File: config.mk
export PLATFORM = sky130hd
export DESIGN_NAME = cod_top
export DESIGN_NICKNAME = d
export VERILOG_FILES = /design/src/core/cod_pkg.sv /design/src/core/cod_driver_decode.sv /design/src/core/cod_top.sv
export VERILOG_INCLUDE_DIRS = /design/src /design/src/core
export SDC_FILE = /design/constraint.sdc
export NUM_CORES = 1
export LEC_CHECK = 0
export BUFFER_PORTS_ARGS = -buffer_cell sky130_fd_sc_hd__buf_4
export CAP_MARGIN = 20
export CORE_UTILIZATION = 45
export CTS_CLUSTER_DIAMETER = 80
export DETAILED_ROUTE_END_ITERATION = 6
export PLACE_DENSITY = 0.71
export SYNTH_ARGS = -nofsm -noshare
export SYNTH_HDL_FRONTEND = slang
export SYNTH_SLANG_ARGS = --single-unit
File: constraint.sdc
create_clock -name clk -period 1.6 [get_ports clk]
set_clock_uncertainty 0.1 [all_clocks]
set_input_delay 0 -clock clk [delete_from_list [all_inputs] [get_ports clk]]
set_output_delay 0 -clock clk [all_outputs]
set_load 0.01 [all_outputs]
File: src/core/cod_defs.svh
// Constants for the clock output driver control bank.
// Assumes byte-wide registers reached by a decoded register port.
`ifndef COD_DEFS_SVH
`define COD_DEFS_SVH

// ----------------------------------------------------------------------------
// Register offsets
// ----------------------------------------------------------------------------
`define COD_ADDR_CTL_0      16'h00f0
`define COD_ADDR_CTL_1      16'h00f1
`define COD_NUM_OUTPUTS     2

// ----------------------------------------------------------------------------
// Field positions
// ----------------------------------------------------------------------------
`define COD_FMT_BIT         7
`define COD_HALF_SECOND_BIT 6
`define COD_HALF_FIRST_BIT  5
`define COD_POL_HI_BIT      4
`define COD_POL_LO_BIT      3
`define COD_SWING_HI_BIT    2
`define COD_SWING_LO_BIT    1
`define COD_PD_BIT          0

// ----------------------------------------------------------------------------
// Values
// ----------------------------------------------------------------------------
`define COD_CTL_RESET       8'h04
`define COD_RDATA_UNMAPPED  8'h00
`define COD_SINGLE_ENDED    1'h1
`define COD_SWING_400MV     2'h0
`define COD_SWING_600MV     2'h1
`define COD_SWING_DEFAULT   2'h2
`define COD_SWING_960MV     2'h3

`endif

File: src/core/cod_pkg.sv
// Types for the clock output driver control bank.
// Assumes cod_defs.svh supplies the widths and counts.
`include "cod_defs.svh"

package cod_pkg;

  // --------------------------------------------------------------------------
  // Register and decoded driver controls
  // --------------------------------------------------------------------------
  typedef logic [7:0] cod_ctl_type;

  typedef struct packed {
    logic       single_ended;
    logic       diff_active;
    logic       diff_power_down;
    logic [1:0] swing;
    logic       first_en;
    logic       second_en;
    logic       first_inv;
    logic       second_inv;
  } cod_drive_type;

  // --------------------------------------------------------------------------
  // Whole state of the top module
  // --------------------------------------------------------------------------
  typedef struct packed {
    cod_ctl_type   [`COD_NUM_OUTPUTS-1:0] ctl;
    cod_drive_type [`COD_NUM_OUTPUTS-1:0] drive;
    logic          [7:0]                  rdata;
    logic                                 rd_valid;
  } cod_state_type;

endpackage : cod_pkg

File: src/core/cod_driver_decode.sv
// Decoder from one output control byte to static driver controls.
// Assumes a registered control byte; purely combinational.
`timescale 1ns/1ns
`include "cod_defs.svh"

module cod_driver_decode (
  // Control byte
  input  wire cod_pkg::cod_ctl_type   ctl,
  // Driver controls
  output cod_pkg::cod_drive_type      drive
);
  import cod_pkg::*;

  logic se;
  logic pol_hi;
  logic pol_lo;

  assign se     = (ctl[`COD_FMT_BIT] == `COD_SINGLE_ENDED);
  assign pol_hi = ctl[`COD_POL_HI_BIT];
  assign pol_lo = ctl[`COD_POL_LO_BIT];

  always_comb begin
    drive.single_ended    = se;
    // Half field means nothing in differential format
    drive.first_en        = se & ctl[`COD_HALF_FIRST_BIT];
    drive.second_en       = se & ctl[`COD_HALF_SECOND_BIT];
    // First half inverts on bit 3 in both formats
    drive.first_inv       = pol_lo;
    if (se) begin
      drive.second_inv    = pol_hi ^ pol_lo;
    end else begin
      drive.second_inv    = ~pol_lo;
    end
    drive.swing           = ctl[`COD_SWING_HI_BIT:`COD_SWING_LO_BIT];
    drive.diff_power_down = ctl[`COD_PD_BIT];
    drive.diff_active     = ~se & ~ctl[`COD_PD_BIT];
  end

endmodule : cod_driver_decode

File: src/core/cod_top.sv
// Control bank for two clock output drivers: registers and decode.
// Assumes a decoded register port from the serial control logic, same clock.
//
// Operation
// - In single-ended format, bits 6:5 enable the second and first halves, a cleared bit tristating that half.
// - In differential format bit 4 is ignored and bit 3 swaps the inverting and noninverting halves.
// - In single-ended format bits 4:3 pick both-noninverting, both-inverting, second-inverting or first-inverting.
// - Bit 0 set places the differential driver in safe power-down, cleared lets it run normally in differential format.
// - The second output's register has the first one's layout and acts only on the second driver.
`timescale 1ns/1ns
`include "cod_defs.svh"

module cod_top #(
  parameter int ADDR_WIDTH = 10
) (
  // Clock and reset
  input  wire logic                  clk,
  input  wire logic                  rst,
  // Register port
  input  wire logic                  reg_wr_en,
  input  wire logic                  reg_rd_en,
  input  wire logic [ADDR_WIDTH-1:0] reg_addr,
  input  wire logic [7:0]            reg_wdata,
  output logic      [7:0]            reg_rdata,
  output logic                       reg_rd_valid,
  // First clock output driver
  output logic                       clock_output_zero_single_ended,
  output logic                       clock_output_zero_diff_active,
  output logic                       clock_output_zero_diff_power_down,
  output logic      [1:0]            clock_output_zero_differential_swing,
  output logic                       clock_output_zero_first_single_ended_half_en,
  output logic                       clock_output_zero_second_single_ended_half_en,
  output logic                       clock_output_zero_first_single_ended_half_inv,
  output logic                       clock_output_zero_second_single_ended_half_inv,
  // Second clock output driver
  output logic                       clock_output_one_single_ended,
  output logic                       clock_output_one_diff_active,
  output logic                       clock_output_one_diff_power_down,
  output logic      [1:0]            clock_output_one_differential_swing,
  output logic                       clock_output_one_first_single_ended_half_en,
  output logic                       clock_output_one_second_single_ended_half_en,
  output logic                       clock_output_one_first_single_ended_half_inv,
  output logic                       clock_output_one_second_single_ended_half_inv
);
  import cod_pkg::*;

  // --------------------------------------------------------------------------
  // Elaboration checks
  // --------------------------------------------------------------------------
  // Offsets need eight bits; wider than sixteen cannot be compared
  if (ADDR_WIDTH < 8 || ADDR_WIDTH > 16) begin : g_bad_width
    $error("cod_top: ADDR_WIDTH must lie in 8..16");
  end

  // --------------------------------------------------------------------------
  // Address decode
  // --------------------------------------------------------------------------
  localparam logic [15:0] CTL_ADDR [`COD_NUM_OUTPUTS] = '{`COD_ADDR_CTL_0, `COD_ADDR_CTL_1};

  logic [15:0]                 addr_ext;
  logic [`COD_NUM_OUTPUTS-1:0] hit;
  cod_drive_type               drive_dec [`COD_NUM_OUTPUTS];
  cod_state_type               state;
  cod_state_type               next_state;

  assign addr_ext = {{(16-ADDR_WIDTH){1'b0}}, reg_addr};

  // Same layout per output, each decoder fed only by its own byte
  for (genvar i = 0; i < `COD_NUM_OUTPUTS; i++) begin : g_out
    assign hit[i] = (addr_ext == CTL_ADDR[i]);
    cod_driver_decode u_decode (
      .ctl   (state.ctl[i]),
      .drive (drive_dec[i])
    );
  end

  // --------------------------------------------------------------------------
  // Next state
  // --------------------------------------------------------------------------
  always_comb begin
    next_state          = state;
    next_state.rd_valid = 1'b0;
    // Read sees the value before a same-cycle write
    if (reg_rd_en) begin
      next_state.rd_valid = 1'b1;
      next_state.rdata    = `COD_RDATA_UNMAPPED;
      for (int i = 0; i < `COD_NUM_OUTPUTS; i++) begin
        if (hit[i]) begin
          next_state.rdata = state.ctl[i];
        end
      end
    end
    // Writes to other offsets are dropped silently
    if (reg_wr_en) begin
      for (int i = 0; i < `COD_NUM_OUTPUTS; i++) begin
        if (hit[i]) begin
          next_state.ctl[i] = reg_wdata;
        end
      end
    end
    // Registered decode costs a cycle but keeps driver pins glitch free
    for (int i = 0; i < `COD_NUM_OUTPUTS; i++) begin
      next_state.drive[i] = drive_dec[i];
    end
  end

  // --------------------------------------------------------------------------
  // State register
  // --------------------------------------------------------------------------
  always_ff @(posedge clk) begin
    if (rst) begin
      for (int i = 0; i < `COD_NUM_OUTPUTS; i++) begin
        state.ctl[i]                   <= `COD_CTL_RESET;
        state.drive[i].single_ended    <= 1'b0;
        state.drive[i].diff_active     <= 1'b1;
        state.drive[i].diff_power_down <= 1'b0;
        state.drive[i].swing           <= `COD_SWING_DEFAULT;
        state.drive[i].first_en        <= 1'b0;
        state.drive[i].second_en       <= 1'b0;
        state.drive[i].first_inv       <= 1'b0;
        state.drive[i].second_inv      <= 1'b1;
      end
      state.rdata    <= 8'h00;
      state.rd_valid <= 1'b0;
    end else begin
      state <= next_state;
    end
  end

  // --------------------------------------------------------------------------
  // Outputs
  // --------------------------------------------------------------------------
  assign reg_rdata    = state.rdata;
  assign reg_rd_valid = state.rd_valid;

  assign clock_output_zero_single_ended                 = state.drive[0].single_ended;
  assign clock_output_zero_diff_active                  = state.drive[0].diff_active;
  assign clock_output_zero_diff_power_down              = state.drive[0].diff_power_down;
  assign clock_output_zero_differential_swing           = state.drive[0].swing;
  assign clock_output_zero_first_single_ended_half_en   = state.drive[0].first_en;
  assign clock_output_zero_second_single_ended_half_en  = state.drive[0].second_en;
  assign clock_output_zero_first_single_ended_half_inv  = state.drive[0].first_inv;
  assign clock_output_zero_second_single_ended_half_inv = state.drive[0].second_inv;

  assign clock_output_one_single_ended                  = state.drive[1].single_ended;
  assign clock_output_one_diff_active                   = state.drive[1].diff_active;
  assign clock_output_one_diff_power_down               = state.drive[1].diff_power_down;
  assign clock_output_one_differential_swing            = state.drive[1].swing;
  assign clock_output_one_first_single_ended_half_en    = state.drive[1].first_en;
  assign clock_output_one_second_single_ended_half_en   = state.drive[1].second_en;
  assign clock_output_one_first_single_ended_half_inv   = state.drive[1].first_inv;
  assign clock_output_one_second_single_ended_half_inv  = state.drive[1].second_inv;

endmodule : cod_top

== After elaboration in Yosys (flattened, before gate mapping) ==
Cells that the tools add are included.
Word-level totals
  flip-flop bits (word level): 43
  word-level logic and storage cells: 43
Cells by class
  equality and inequality tests: 2
  multiplexer cells: 5
  bitwise operators: 14
  reduce and logical (&&, ||, !) cells: 2
Operator list (count)
  equality test 10 x 8 -> 1 bit, second input constant: 2
  2-to-1 mux 8 bit: 2
  AND 1 bit: 6
  NOT 1 bit: 6
  AND reduction 2 bit: 2
  2-to-1 mux 1 bit: 3
  bitwise XOR 1 bit: 2

== Depth between registers and ports, before layout ==
  word-level depth: 3
  gate-level depth with buffers: 4
  gate-level depth less buffers: 3

== By module ==
Synthesis repeated with hierarchy kept, for this count alone.
Second synthesis, totals
  cells, all modules: 176
  area, all modules: 1853.0 um2
By module, submodules not included
  cod_top: instances 1, cells an instance 156, area each 1707.9 um2
  cod_driver_decode: instances 2, cells an instance 10, area each 72.6 um2

== Worst setup path after synthesis ==
OpenSTA, ideal clock, no wires.
  path kind: input port to flip-flop
  start point: in reg_addr[1]
  end point: reg, netlist name state[27]
  setup time: 0.072 ns
  data arrival time: 1.061 ns
  required time: 1.428 ns
  setup slack: 0.368 ns
  stages: 3
  buffers on the path: 0
  cell sequence: nand4bb_4 nor4_4 mux2i_1
On the way
  word-level cells in the longest chain between the ends: 2
Ends and longest elaborated chain
  start: declaration: line cod_top.sv:22  | input wire logic [ADDR_WIDTH-1:0] reg_addr,
  equality test 10 x 8 -> 1 bit: line cod_top.sv:70  | assign hit[i] = (addr_ext == CTL_ADDR[i]);
  AND reduction 2 bit (no line)
No other way between the ends.
A chain may end at the register's enable or synchronous reset.

== Final worst setup path ==
  start point: in reg_addr[3]
  end point: reg state, in the netlist reg_rdata[4]
On the way
  word-level cells in the longest chain between the ends: 3
Ends and longest elaborated chain
  equality test 10 x 8 -> 1 bit: line cod_top.sv:70
  2-to-1 mux 8 bit: line cod_top.sv:88  | if (hit[i]) begin
  2-to-1 mux 8 bit *: line cod_top.sv:88
  end signal: assignment: line cod_top.sv:126  | state <= next_state;
  end: declaration: line cod_top.sv:63  | cod_state_type state;
Every way passes the cells marked *; elsewhere a longest branch is shown, timed or not.

==> key figures <==
Timing
  – Max Freq: 0.6782 GHz
  – Final Max Tran Viols: 0
  – Fin crit share: 92.16%
  – Crit path time final: 1.475 ns
  – Setup_tns: 0 ns
  – Final Setup Violations: 0
  – RSZ-0062 raised after global routing: no
  – Endpoints failing hold: 0
  – Relative slew slack: 71.68%
  – WHS: 0.07923 ns
  – Worst Tran Pin Value: 0.4249 ns

Logic synthesis
  – Syn_nets: 167
  – Avg Synthesized Cell Area: 11.52 um2
  – Synthesized area: 0.001670 mm2
  – Synth Instances: 145
  – Multiplexer share of the synthesized area: 14.38%
  – XOR/XNOR Fraction of Synth Area: 1.049%
  – Synth Register Bits: 43
  – Main combinational cell family by area after synthesis: simple AND/OR/NAND/NOR gates
  – Cell variety after synth: 18
  – Ys Warns: 0
  – Post-Synth Simple-Gate Area: 22.92%
  – Adder-Cell Fraction of Synth Area: 0%
  – Register area share after synthesis: 51.54%
  – Compound-cell area share of the yosys netlist: 5.993%

Drt
  – Vias: 1250
  – Initial DRC count: 55
  – Detail Route Antenna Nets: 0
  – DRC viols: 0
  – 1st-pass router iterations: 4
  – Post-DR wirelength/cell: 13.66 um
  – Vias per cell: 4.883
  – Detailed Route WL: 3497 um

Status
  – Status: completed

Clocking
  – Clock transition at path regs: 0.07 ns
  – TritonCTS clock tree: done
  – H-tree depth: 2
  – Worst-Skew Late Latency: 0.29 ns
  – TritonCTS buffer count: 5
  – Root Buffer: clkbuf_8
  – Sink Count: 43
  – CTS max path bufs: 2

Power
  – Power, Total: 1.842 mW
  – Worst vdd ir: 0.0005099 V
  – Leak Pwr: 0.9469 nW
  – Power Density: 807.2 mW/mm2

Min path
  – Worst hold path type: in2reg

Setup path
  – CP Class: in2reg
  – Critical path required time: 1.70 ns
  – CP startpoint kind: input port
  – Critical Path AT: 1.57 ns
  – Crit. End Element: flip-flop
  – Critical path peak fanout: 8

Global routing
  – Total Routing Usage GR: 19.92%
  – Initial antenna violation count: 0
  – Largest net degree at the start of global routing: 36
  – GRT overflow: 0
  – First-pass GRT wire length: 6037 um
  – Vias in the first global route: 1343

Flow run
  – # Max-Cap Violations: 0

Cells and area
  – Fillers: 289
  – Syn-to-layout area delta: 36.63%
  – Layout cells sized above 1: 31.90%
  – Inserted Diodes: 0
  – Final nets: 231
  – Multi-input gate area: 740.7 um2
  – Register Area: 860.8 um2

Floorplan
  – Io pins: 49
  – Die H: 62.93 um
  – Die width: 62.93 um
  – FP Rows: 21
  – Initial Utilization: 48.53%
  – Core area: 0.003442 mm2
  – Die area: 0.003960 mm2

Place
  – Placer Congestion: 0.7102
  – HPWL after detailed placement: 2466 um
  – I/O Buffers: 48
per-layer routing:
layer / part of all wire (%) / track usage (%) / vias up
met4: 1.9 / 9.302 / 0
met5: 0 / 0 / -
li1: - / - / 607
met3: 5.6 / 6.204 / 7
met1: 41 / 22.18 / 594
met2: 52 / 34.14 / 42
registers in the layout, summed over array words and instances (netlist names), 2 cells and up:
signal	count
clock_output_one_differential_swing	2
clock_output_zero_differential_swing	2
reg_rdata	8
state	16
critical path, cell delays in order:
cell,delay [ns]
dlygate4sd3_1,0.53
buf_4,0.16
or3_1,0.54
o32ai_1,0.33
placed cells by master, fill, tap and decap left out, drive strengths merged:
master and instances:
and2 4, buf 52, clkbuf 7, clkinv 1
dfxtp 43, dlygate4sd3 11, inv 11, mux2i 24
nand2 1, nand2b 33, nand4bb 2, nor2 5
nor2b 2, nor4 3, o32ai 8, or3 1
xnor2 2
power by group:
group / internal, mW / leakage [nW] / switching [mW]
sequential: 1.07 / 0.347 / 0.000427
clock: 0.306 / 0.0422 / 0.331
combinational: 0.0792 / 0.558 / 0.0543
kinds of logic (layout without fill, tap and decap cells):
group,after synthesis,in the layout
AOI/OAI and AO/OA,8,8
xor gates and xnor gates,2,2
buffers and inverters,17,82
DFF,43,43
muxes,24,24
and+or+nand+nor,51,51
Yosys cell counts (all sizes together):
cell,count,area [um2]
nand2,1,3.750
mux2i,24,240.2
nand4bb,2,55.05
clkbuf,4,15.01
nor2,5,18.77
o32ai,8,100.1
inv,11,41.29
nor4,3,55.05
buf,2,12.51
and2,4,25.02
dfxtp,43,860.8
nand2b,33,206.5
nor2b,2,12.51
or3,1,6.260
xnor2,2,17.52
what timing repair did:
action	CTS	global route
buffers inserted	0	0
hold buffers	11	0
endpoints found under the hold margin	24	0
setup endpoints to repair	0	0
resized for setup	0	0
final timing paths:
check,startpoint,to,slack [ns],cells after the start
setup / recovery,reg_addr[3],reg_rdata[4],0.13,4
hold / removal,reg_wr_en,state[38],0.08,4
setup reg to reg,state[42],state[42],0.51,3
hold reg to reg,state[29],clock_output_zero_differential_swing[1],0.36,2
cell type report:
class	count	area share, %
Tap cell	46	2.522
Clock buffer	7	3.344
Multi-Input combinational cell	85	32.46
Inverter	11	1.809
Timing Repair Buffer	63	21.93
Sequential cell	43	37.72
Clock inverter	1	0.2193
stage by stage:
stage / std cells / util [%] / area, um2 / setup WS [ns]
after global placement: 237 / 60.74 / 2091 / 0.1943
after global routing: 256 / 66.30 / 2282 / 0.04103
after detailed placement: 237 / 60.74 / 2091 / 0.1276
final: 256 / 66.30 / 2282 / 0.1254
after floorplan: 145 / - / 1670 / 0.3676
after CTS: 256 / 66.30 / 2282 / 0.1254
(Power assumes the default switching activity.)
